[src/common/routing_pkg.sv]
// constants, register map and types shared by the protection routing matrix
`default_nettype none
package routing_pkg;
  // -------------------------------------------------------------------------
  // register port geometry and offsets
  // -------------------------------------------------------------------------
  localparam int ADDR_W = 3;
  localparam int DATA_W = 8;
  localparam logic [2:0] OFS_FUNC_ONE = 3'h0;
  localparam logic [2:0] OFS_FUNC_TWO = 3'h1;
  localparam logic [2:0] OFS_BLOCK = 3'h2;
  localparam logic [2:0] OFS_ROUTE_ONE = 3'h3;
  localparam logic [2:0] OFS_ROUTE_TWO = 3'h4;
  localparam logic [2:0] OFS_OUT_ROUTE = 3'h5;
  localparam logic [2:0] OFS_TRIP_DELAY = 3'h6;
  localparam logic [2:0] OFS_STATUS = 3'h7;
  // -------------------------------------------------------------------------
  // reset values
  // -------------------------------------------------------------------------
  localparam logic [7:0] FUNC_ONE_RST = 8'h00;
  localparam logic [7:0] FUNC_TWO_RST = 8'h00;
  localparam logic [7:0] BLOCK_RST = 8'h00;
  localparam logic [7:0] ROUTE_ONE_RST = 8'hAB;
  localparam logic [7:0] ROUTE_TWO_RST = 8'hA5;
  localparam logic [7:0] OUT_ROUTE_RST = 8'h27;
  localparam logic [7:0] TRIP_DELAY_RST = 8'h01;
  // -------------------------------------------------------------------------
  // field positions
  // -------------------------------------------------------------------------
  localparam int F1_DELAYED_TRIP_BIT = 3;
  localparam int F2_HS_OC_AR1_BIT = 6;
  localparam int F2_EF_AR3_BIT = 7;
  localparam int BLK_SECOND_SET_BIT = 4;
  localparam int BLK_LATCH_OC_BIT = 5;
  localparam int BLK_LATCH_EF_BIT = 6;
  localparam int BLK_REMOTE_RESET_BIT = 7;
  localparam int OUT_SS1_SIG3_BIT = 0;
  localparam int OUT_TRIP_SIG1_BIT = 1;
  localparam int OUT_LSEF_TRIP_BIT = 2;
  localparam int OUT_ANY_SIG1_BIT = 6;
  localparam int OUT_ANY_SIG2_BIT = 7;
  // stage indices: 0 low-set oc, 1 high-set oc, 2 low-set ef, 3 high-set ef
  localparam int STAGES = 4;
  localparam int STG_HS_OC = 1;
  localparam int STG_LS_EF = 2;
  localparam int STG_HS_EF = 3;
  localparam int SYNC_W = 10;
  // -------------------------------------------------------------------------
  // timing
  // -------------------------------------------------------------------------
  localparam int CLK_KHZ = 50_000;
  localparam int ALARM_DELAY_MS = 40;
  localparam int ALARM_DELAY_CYC = ALARM_DELAY_MS * CLK_KHZ;
  localparam int TRIP_STEP_MS = 100;
  localparam int TRIP_STEP_CYC = TRIP_STEP_MS * CLK_KHZ;
  localparam logic [7:0] TRIP_STEPS_MIN = 8'h01;
  localparam logic [7:0] TRIP_STEPS_MAX = 8'h0A;
  // delayed trip timer states, gray along idle -> run -> trip
  typedef enum logic [1:0] {
    DT_IDLE = 2'b00,
    DT_RUN = 2'b01,
    DT_TRIP = 2'b11
  } dt_state_e;
endpackage
`default_nettype wire

[src/protection_signal_routing_matrix.sv]
// start, trip and reclose routing matrix of the feeder protection terminal
// Function
// - selector bit 2 zero: low-set ef trip only signals, inhibits reclose
// - out selector bit 7: second alarm output becomes general trip alarm
// - first and second alarm outputs activate only after 40 ms
// - reclose in progress inhibits first and second alarm outputs
// - weight 8 in function group one: second trip delays into first
// - weight 64 in function group two: high-set oc start to reclose one
// - weight 128 in function group two: ef starts to reclose three
// - blocking weights 1,2,4,8 let control input block each stage
// - blocking weight 16 selects second settings by control input
// - blocking weights 32, 64 latch oc and ef second trip line
// - blocking weight 128 lets control input reset latched outputs
// - blocking group resets to all zero, checksum 0
// - routing one even bits route starts to start one, reclose two
// - routing one odd bits route operates to second trip line
// - routing one resets to checksum 171
// - routing two even bits route operates to start line two
// - routing two odd bits route operates to reclose start one
// - routing two resets to checksum 165
// - both trip lines drive main trip, first alarm through its selector
// - start two drives third alarm, start one only through selector
//
// The implementer's own choices: the strobed register port and the register offsets.
`default_nettype none
module protection_signal_routing_matrix #(
  parameter int ALARM_CYC = routing_pkg::ALARM_DELAY_CYC,
  parameter int STEP_CYC = routing_pkg::TRIP_STEP_CYC
) (
  input wire logic core_clk_i,
  input wire logic rst_n_i,
  input wire logic [routing_pkg::ADDR_W-1:0] addr_i,
  input wire logic [routing_pkg::DATA_W-1:0] wdata_i,
  input wire logic wr_i,
  input wire logic rd_i,
  output logic [routing_pkg::DATA_W-1:0] rdata_o,
  input wire logic [routing_pkg::STAGES-1:0] stage_start_i,
  input wire logic [routing_pkg::STAGES-1:0] stage_operate_i,
  input wire logic blocking_control_input_i,
  input wire logic reclose_in_progress_i,
  output logic start_line_first_o,
  output logic start_line_second_o,
  output logic trip_line_first_o,
  output logic trip_line_second_o,
  output logic reclose_start_first_o,
  output logic reclose_start_second_o,
  output logic reclose_start_third_o,
  output logic main_trip_o,
  output logic alarm_out_first_o,
  output logic alarm_out_second_o,
  output logic alarm_out_third_o,
  output logic reclose_inhibit_o,
  output logic second_settings_o,
  output logic [routing_pkg::STAGES-1:0] stage_blocked_o
);
  localparam int AW = $clog2(ALARM_CYC + 1);
  localparam int SW = $clog2(STEP_CYC + 1);
  localparam logic [AW-1:0] ALARM_LIM = AW'(ALARM_CYC);
  localparam logic [SW-1:0] STEP_LIM = SW'(STEP_CYC - 1);

  // -------------------------------------------------------------------------
  // register file
  // -------------------------------------------------------------------------
  logic [7:0] function_select_one_reg;
  logic [7:0] function_select_two_reg;
  logic [7:0] blocking_control_select_reg;
  logic [7:0] start_trip_routing_one_reg;
  logic [7:0] start_reclose_routing_two_reg;
  logic [7:0] output_routing_selectors_reg;
  logic [7:0] trip_delay_steps_reg;
  logic [7:0] rdata_reg;
  logic [7:0] rdata_next;
  logic [7:0] status_word;

  // write decode, one strobe per register
  wire we_f1 = wr_i && (addr_i == routing_pkg::OFS_FUNC_ONE);
  wire we_f2 = wr_i && (addr_i == routing_pkg::OFS_FUNC_TWO);
  wire we_blk = wr_i && (addr_i == routing_pkg::OFS_BLOCK);
  wire we_r1 = wr_i && (addr_i == routing_pkg::OFS_ROUTE_ONE);
  wire we_r2 = wr_i && (addr_i == routing_pkg::OFS_ROUTE_TWO);
  wire we_out = wr_i && (addr_i == routing_pkg::OFS_OUT_ROUTE);
  wire we_dly = wr_i && (addr_i == routing_pkg::OFS_TRIP_DELAY);

  // groups hold the weighted sum of set bits
  always_ff @(posedge core_clk_i) begin
    if (!rst_n_i) begin
      function_select_one_reg <= routing_pkg::FUNC_ONE_RST;
      function_select_two_reg <= routing_pkg::FUNC_TWO_RST;
      blocking_control_select_reg <= routing_pkg::BLOCK_RST;
      start_trip_routing_one_reg <= routing_pkg::ROUTE_ONE_RST;
      start_reclose_routing_two_reg <= routing_pkg::ROUTE_TWO_RST;
      output_routing_selectors_reg <= routing_pkg::OUT_ROUTE_RST;
      trip_delay_steps_reg <= routing_pkg::TRIP_DELAY_RST;
    end else begin
      if (we_f1) begin
        function_select_one_reg <= wdata_i;
      end
      if (we_f2) begin
        function_select_two_reg <= wdata_i;
      end
      if (we_blk) begin
        blocking_control_select_reg <= wdata_i;
      end
      if (we_r1) begin
        start_trip_routing_one_reg <= wdata_i;
      end
      if (we_r2) begin
        start_reclose_routing_two_reg <= wdata_i;
      end
      if (we_out) begin
        output_routing_selectors_reg <= wdata_i;
      end
      if (we_dly) begin
        trip_delay_steps_reg <= wdata_i;
      end
    end
  end

  // read mux, data valid in the cycle after the strobe only
  always_comb begin
    rdata_next = 8'h00;
    if (rd_i) begin
      case (addr_i)
        routing_pkg::OFS_FUNC_ONE: rdata_next = function_select_one_reg;
        routing_pkg::OFS_FUNC_TWO: rdata_next = function_select_two_reg;
        routing_pkg::OFS_BLOCK: rdata_next = blocking_control_select_reg;
        routing_pkg::OFS_ROUTE_ONE: rdata_next = start_trip_routing_one_reg;
        routing_pkg::OFS_ROUTE_TWO: rdata_next = start_reclose_routing_two_reg;
        routing_pkg::OFS_OUT_ROUTE: rdata_next = output_routing_selectors_reg;
        routing_pkg::OFS_TRIP_DELAY: rdata_next = trip_delay_steps_reg;
        routing_pkg::OFS_STATUS: rdata_next = status_word;
        default: rdata_next = 8'h00;
      endcase
    end
  end

  always_ff @(posedge core_clk_i) begin
    if (!rst_n_i) begin
      rdata_reg <= 8'h00;
    end else begin
      rdata_reg <= rdata_next;
    end
  end
  assign rdata_o = rdata_reg;

  // -------------------------------------------------------------------------
  // input synchronisers
  // -------------------------------------------------------------------------
  logic [routing_pkg::SYNC_W-1:0] sync_a_reg;
  logic [routing_pkg::SYNC_W-1:0] sync_b_reg;

  // two flops on every external level
  always_ff @(posedge core_clk_i) begin
    if (!rst_n_i) begin
      sync_a_reg <= '0;
      sync_b_reg <= '0;
    end else begin
      sync_a_reg <= {reclose_in_progress_i, blocking_control_input_i,
                     stage_operate_i, stage_start_i};
      sync_b_reg <= sync_a_reg;
    end
  end

  wire [3:0] start_s = sync_b_reg[3:0];
  wire [3:0] operate_s = sync_b_reg[7:4];
  wire control_s = sync_b_reg[8];
  wire reclose_busy_s = sync_b_reg[9];

  // -------------------------------------------------------------------------
  // blocking, settings switch and per-stage routing
  // -------------------------------------------------------------------------
  wire [3:0] blocked = blocking_control_select_reg[3:0] & {4{control_s}};
  wire [3:0] operate_eff = operate_s & ~blocked;
  wire second_set =
    blocking_control_select_reg[routing_pkg::BLK_SECOND_SET_BIT] &
    control_s;
  wire remote_reset =
    blocking_control_select_reg[routing_pkg::BLK_REMOTE_RESET_BIT] &
    control_s;
  wire lsef_to_trip =
    output_routing_selectors_reg[routing_pkg::OUT_LSEF_TRIP_BIT];
  // low-set ef trip only signals
  wire lsef_signal = operate_eff[routing_pkg::STG_LS_EF] & ~lsef_to_trip;

  logic [3:0] to_start_one;
  logic [3:0] to_trip_two;
  logic [3:0] to_start_two;
  logic [3:0] to_reclose_one;

  // per stage: even bit start or operate, odd bit operate
  for (genvar s = 0; s < routing_pkg::STAGES; s++) begin : g_stage
    wire trip_allow = (s == routing_pkg::STG_LS_EF) ? lsef_to_trip : 1'b1;
    assign to_start_one[s] =
      start_trip_routing_one_reg[2*s] & start_s[s];
    assign to_trip_two[s] =
      start_trip_routing_one_reg[2*s+1] & operate_eff[s] & trip_allow;
    assign to_start_two[s] =
      start_reclose_routing_two_reg[2*s] & operate_eff[s];
    assign to_reclose_one[s] =
      start_reclose_routing_two_reg[2*s+1] & operate_eff[s];
  end

  wire ss1 = |to_start_one;
  wire ss2 = |to_start_two;
  wire ar1 = (|to_reclose_one) |
    (function_select_two_reg[routing_pkg::F2_HS_OC_AR1_BIT] &
     start_s[routing_pkg::STG_HS_OC]);
  wire ar2 = ss1;
  wire ar3 = function_select_two_reg[routing_pkg::F2_EF_AR3_BIT] &
    (start_s[routing_pkg::STG_LS_EF] | start_s[routing_pkg::STG_HS_EF]);

  // -------------------------------------------------------------------------
  // second trip line latching
  // -------------------------------------------------------------------------
  logic latch_oc_reg;
  logic latch_ef_reg;
  wire oc_raw = to_trip_two[0] | to_trip_two[1];
  wire ef_raw = to_trip_two[2] | to_trip_two[3];
  wire latch_oc_en = blocking_control_select_reg[routing_pkg::BLK_LATCH_OC_BIT];
  wire latch_ef_en = blocking_control_select_reg[routing_pkg::BLK_LATCH_EF_BIT];
  // a new trip wins over a remote reset
  wire latch_oc_next = latch_oc_en &
    (oc_raw | (latch_oc_reg & ~remote_reset));
  wire latch_ef_next = latch_ef_en &
    (ef_raw | (latch_ef_reg & ~remote_reset));

  always_ff @(posedge core_clk_i) begin
    if (!rst_n_i) begin
      latch_oc_reg <= 1'b0;
      latch_ef_reg <= 1'b0;
    end else begin
      latch_oc_reg <= latch_oc_next;
      latch_ef_reg <= latch_ef_next;
    end
  end

  wire ts2 = oc_raw | ef_raw | latch_oc_reg | latch_ef_reg;

  // -------------------------------------------------------------------------
  // delayed trip timer: trip two drives trip one late
  // -------------------------------------------------------------------------
  routing_pkg::dt_state_e dt_state_reg;
  routing_pkg::dt_state_e dt_state_next;
  logic [SW-1:0] step_cnt_reg;
  logic [SW-1:0] step_cnt_next;
  logic [7:0] steps_reg;
  logic [7:0] steps_next;
  wire dt_enable =
    function_select_one_reg[routing_pkg::F1_DELAYED_TRIP_BIT];
  // delay setting clamped to 1..10 steps of 100 ms
  wire [7:0] steps_target =
    (trip_delay_steps_reg < routing_pkg::TRIP_STEPS_MIN) ?
    routing_pkg::TRIP_STEPS_MIN :
    (trip_delay_steps_reg > routing_pkg::TRIP_STEPS_MAX) ?
    routing_pkg::TRIP_STEPS_MAX : trip_delay_steps_reg;
  wire step_done = (step_cnt_reg == STEP_LIM);

  // timer runs while trip two stands
  always_comb begin
    dt_state_next = dt_state_reg;
    step_cnt_next = '0;
    steps_next = 8'h00;
    case (dt_state_reg)
      routing_pkg::DT_IDLE: begin
        if (dt_enable && ts2) begin
          dt_state_next = routing_pkg::DT_RUN;
        end
      end
      routing_pkg::DT_RUN: begin
        if (!(dt_enable && ts2)) begin
          dt_state_next = routing_pkg::DT_IDLE;
        end else if (step_done) begin
          steps_next = steps_reg + 8'h01;
          if (steps_next == steps_target) begin
            dt_state_next = routing_pkg::DT_TRIP;
          end
        end else begin
          step_cnt_next = step_cnt_reg + 1'b1;
          steps_next = steps_reg;
        end
      end
      routing_pkg::DT_TRIP: begin
        if (!(dt_enable && ts2)) begin
          dt_state_next = routing_pkg::DT_IDLE;
        end
      end
      default: dt_state_next = routing_pkg::DT_IDLE;
    endcase
  end

  always_ff @(posedge core_clk_i) begin
    if (!rst_n_i) begin
      dt_state_reg <= routing_pkg::DT_IDLE;
      step_cnt_reg <= '0;
      steps_reg <= 8'h00;
    end else begin
      dt_state_reg <= dt_state_next;
      step_cnt_reg <= step_cnt_next;
      steps_reg <= steps_next;
    end
  end

  wire ts1 = (dt_state_next == routing_pkg::DT_TRIP);
  wire main_trip = ts1 | ts2;

  // -------------------------------------------------------------------------
  // signalling outputs: 40 ms on-delay and reclose inhibit on first and second, third undelayed
  // -------------------------------------------------------------------------
  wire [1:0] alarm_raw;
  wire [1:0] alarm_on;
  assign alarm_raw[0] =
    (output_routing_selectors_reg[routing_pkg::OUT_TRIP_SIG1_BIT] &
     (ts1 | ts2)) |
    (output_routing_selectors_reg[routing_pkg::OUT_ANY_SIG1_BIT] & main_trip);
  assign alarm_raw[1] = lsef_signal |
    (output_routing_selectors_reg[routing_pkg::OUT_ANY_SIG2_BIT] &
     main_trip);

  // on-delay per alarm, cleared during reclose
  for (genvar a = 0; a < 2; a++) begin : g_alarm
    logic [AW-1:0] cnt_reg;
    logic [AW-1:0] cnt_next;
    wire run = alarm_raw[a] & ~reclose_busy_s;
    assign cnt_next = !run ? '0 :
      (cnt_reg == ALARM_LIM) ? cnt_reg : cnt_reg + 1'b1;
    assign alarm_on[a] = (cnt_next == ALARM_LIM);
    always_ff @(posedge core_clk_i) begin
      if (!rst_n_i) begin
        cnt_reg <= '0;
      end else begin
        cnt_reg <= cnt_next;
      end
    end
  end

  wire alarm_third = ss2 |
    (output_routing_selectors_reg[routing_pkg::OUT_SS1_SIG3_BIT] & ss1);

  // status word: live line state for software
  assign status_word = {second_set, latch_ef_reg, latch_oc_reg, ts1, ts2,
                        ss2, ss1, main_trip};

  // -------------------------------------------------------------------------
  // output registers
  // -------------------------------------------------------------------------
  always_ff @(posedge core_clk_i) begin
    if (!rst_n_i) begin
      start_line_first_o <= 1'b0;
      start_line_second_o <= 1'b0;
      trip_line_first_o <= 1'b0;
      trip_line_second_o <= 1'b0;
      reclose_start_first_o <= 1'b0;
      reclose_start_second_o <= 1'b0;
      reclose_start_third_o <= 1'b0;
      main_trip_o <= 1'b0;
      alarm_out_first_o <= 1'b0;
      alarm_out_second_o <= 1'b0;
      alarm_out_third_o <= 1'b0;
      reclose_inhibit_o <= 1'b0;
      second_settings_o <= 1'b0;
      stage_blocked_o <= '0;
    end else begin
      start_line_first_o <= ss1;
      start_line_second_o <= ss2;
      trip_line_first_o <= ts1;
      trip_line_second_o <= ts2;
      reclose_start_first_o <= ar1;
      reclose_start_second_o <= ar2;
      reclose_start_third_o <= ar3;
      main_trip_o <= main_trip;
      alarm_out_first_o <= alarm_on[0];
      alarm_out_second_o <= alarm_on[1];
      alarm_out_third_o <= alarm_third;
      reclose_inhibit_o <= lsef_signal;
      second_settings_o <= second_set;
      stage_blocked_o <= blocked;
    end
  end
endmodule
`default_nettype wire
[config.mk]
export PLATFORM = sky130hd
export DESIGN_NAME = protection_signal_routing_matrix
export DESIGN_NICKNAME = d
export VERILOG_FILES = /design/src/common/routing_pkg.sv /design/src/protection_signal_routing_matrix.sv
export SDC_FILE = /design/constraint.sdc
export NUM_CORES = 1
export LEC_CHECK = 0
export BUFFER_PORTS_ARGS = -buffer_cell sky130_fd_sc_hd__clkbuf_2
export CAP_MARGIN = 15
export CORE_ASPECT_RATIO = 1.1
export CORE_MARGIN = 2
export CORE_UTILIZATION = 50
export CTS_CLUSTER_SIZE = 28
export DETAILED_ROUTE_END_ITERATION = 16
export PLACE_DENSITY_LB_ADDON = 0.15
export SKIP_LAST_GASP = 1
export SLEW_MARGIN = 15
export SYNTH_ARGS = -nofsm -noshare
export SYNTH_HDL_FRONTEND = slang
export SYNTH_SLANG_ARGS = --single-unit
export TNS_END_PERCENT = 5
[constraint.sdc]
create_clock -name core_clk_i -period 2.2 [get_ports core_clk_i]
set_input_delay 0.22 -clock core_clk_i [delete_from_list [all_inputs] [get_ports core_clk_i]]
set_output_delay 0.22 -clock core_clk_i [all_outputs]
set_load 0.01 [all_outputs]
==> impl_metrics.toml <==
[sta]
max-slew-margin-rel = 0.600
fin_hold_ws_ns = 0.0223
period_minus_slack_ns = 2.11
final_worst_clock_skew_ns = 0.00647
achievable-frequency_mhz = 475
totalNegativeSetupSlack_ns = 0
period_share = 0.957
grt_setup_unrepaired = "yes"
timing_max_transition_violations_final = 0
worst_slew_pin_tran_ns = 0.599
finalSetupViolations = 0
hold_violations = 0

[route]
drt_first_pass_iters = 5
drcViolationCount = 0
vias_per_cell = 5.52
vias = 6903
wl_per_cell_um = 16.0
detail_route.wirelength_um = 20000
drt-initial-drc-count = 690
postRouteAntennaNets = 0

[global_routing]
globalRouteTotalUtil = 0.240
antenna_found_initial = 0
grt_pass1_vias = 6394
grt_max_degree = 47
first_pass_grt_wire_length_um = 32500
globalRouteOverflowTotal = 0

[clocking]
cts_buffer_depth = 2
root_buffer = "clkbuf_16"
cts.sink_count = 177
clkLatencyLatePin_ns = 0.44
worst_setup_hold_path_clk_slew_ns = 0.07
cts_tree = "built"
cts_made_buffers = 17
htree_num_levels = 4

[layout]
mostFrequentLayoutCells = "dfxtp_1, nand2_1, nor2_1"
largest_register_ff_count = 42
finalNetCount = 1068
fillerInstances = 1402
share_of_layout_cells_above_drive_strength_1 = 0.149
mostFrequentLayoutCell = "dfxtp_1"
post_layout_nonfiller_instances = 1250
areaGrowthSynthToFinish_pct = 18.2
antenna_cells = 0

[floorplanning]
full_die_area_mm2 = 0.0170
die_h_um = 136
floorplan.die.width_um = 124
core_region_area_mm2 = 0.0156
initial_util = 0.510
rows = 48
io_pins = 50

[synthesis]
synth.largest_area_cell = "dfxtp_1"
synth_sequential_area_ratio = 0.445
syn-cell-area_mm2 = 0.00796
ys.flop_type = "dfxtp_1"
post_synth_inst_count = 953
synth_enable_flop_cells = 0
ys_types = 70
asyncSetResetFlopFracSynth = 0
synthesis.area_per_instance_um2 = 8.36
ys_top_cells_by_area = "dfxtp_1, nand2_1, nor2_1, xor2_1, a21oi_1"
postSynthRegisterBits = 177
area_fraction_of_the_dominant_cell_type_after_synthesis = 0.445
synthesis.yosys.warnings = 0
synthesized_nets = 984

[critical_path]
timing.critical_path.max_delay_family = "compound AO/OA/AOI/OAI gates"
library_cell_contributing_the_largest_single_delay_on_the_critical_path = "dfxtp_1"
worstPathArrival_ns = 2.42
criticalPathCategory = "register to register"
timing.rr.start = "sync_b_reg[8]$_SDFF_PN0_"
start_kind = "register"
path_cells = "a21boi_0, buf_4, a22oi_1, nand2_1, mux4_2, a21oi_1, nor2_1"
setup.worst_path.start = "sync_b_reg[8]$_SDFF_PN0_"
worst_path_largest_cell_delay_ns = 0.47
worst_setup_path_end_kind = "register"
cp_max_fo = 10
path_buf_inv = 1
worst-endpoint-required_ns = 2.52

[min_path]
class_of_the_tightest_hold_or_removal_check = "primary input to register"
min-delay-start = "reclose_in_progress_i"

[pwr]
power.density_cell_area_mw_per_mm2 = 755
leakage_uw = 0.00354
vdd.ir_drop.worst_v = 0.000564

[placement]
place_congestion = 0.944
dp.cells = 1209
numPortBuffers = 49
hpwlAfterDp_um = 14100

[job]
drv.max_cap_violation_count = 0

[outcome]
status = "finished clean"
-- per-layer routing --
| metal | up-vias | share of wire | GRT usage |
|---|---|---|---|
| li1 | 3429 | - | - |
| met1 | 3245 | 0.45 | 0.305 |
| met2 | 192 | 0.48 | 0.406 |
| met3 | 37 | 0.047 | 0.0457 |
| met4 | 0 | 0.021 | 0.0918 |
| met5 | - | 0 | 0 |
-- timing repair --
item	in CTS	in global routing
setup endpoints to repair	0	28
hold buffers	9	0
gates resized for setup	0	1
endpoints found under the hold margin	9	0
buffers inserted	0	0
-- synth_stat cells, drive strengths merged, types with 3 or more instances --
master / n
a22oi: 8
nand4b: 4
or3: 3
mux2i: 13
and2: 28
nand3: 43
o21ai: 17
or4: 3
nor4: 9
a21oi: 58
nand4: 25
a31oi: 7
nand2: 170
o22ai: 4
a211oi: 7
nor2: 112
ha: 6
mux2: 6
mux4: 3
dfxtp: 177
a21boi: 5
nor3: 19
nor2b: 12
xor2: 40
nor3b: 4
nor4b: 3
and3: 16
and4: 7
o211ai: 4
nand2b: 7
buf: 18
clkbuf: 24
a221oi: 4
inv: 24
xnor2: 32
-- final cells by class --
type,count,area [um^2],area share
multi-input cells,709,4130,0.439
flip-flops and latches,177,3550,0.377
repair buffers,107,716,0.0761
clock buffers,19,453,0.0481
well taps,200,250,0.0266
clock inverters,13,220,0.0234
inverters,25,93.8,0.00997
-- kinds of logic after synthesis --
group | synth area share
AND/OR/NAND/NOR | 0.291
flip-flops | 0.445
AO/OA/AOI/OAI | 0.104
XOR/XNOR | 0.0792
buffers and inverters | 0.0369
multiplexers | 0.0333
adder cells (fa/ha/maj) | 0.0107
-- report_power, final --
group / internal, uW / total (uW) / switching (uW)
logic: 146 / 375 / 229
registers: 3260 / 3300 / 38.2
clock network: 2100 / 3430 / 1330
total: 5510 / 7110 / 1600
-- final timing paths --
kind / end / slack [ns] / cells past startpoint
worst min register to register: sync_b_reg[6]$_SDFF_PN0_ / 0.43 / 1
worst max-delay path: rdata_o[2]$_SDFF_PN0_ / 0.09 / 7
worst max register to register: rdata_o[2]$_SDFF_PN0_ / 0.09 / 7
worst min-delay path: sync_a_reg[9]$_SDFF_PN0_ / 0.02 / 2
-- worst reg2reg max path: cells and delay by family, from the launching register on --
family	cells	cell delay [ns]
and+or+nand+nor	2	0.15
buffers and inverters	1	0.19
AOI/OAI and AO/OA	3	0.72
DFF	1	0.47
muxes	1	0.46
-- per-stage QoR --
step | worst slack [ns] | util | power [uW] | area [um^2]
3_3_place_gp | 0.186 | 0.553 | 3730 | 8640
3_5_place_dp | 0.138 | 0.553 | 3730 | 8640
4_1_cts | 0.111 | 0.602 | 7160 | 9400
6_report | 0.0943 | 0.603 | 7110 | 9410
5_1_grt | -0.0335 | 0.603 | 7320 | 9410
2_1_floorplan | 0.0242 | - | 3570 | 7970
Note: power is estimated with default switching activity, not from simulation.
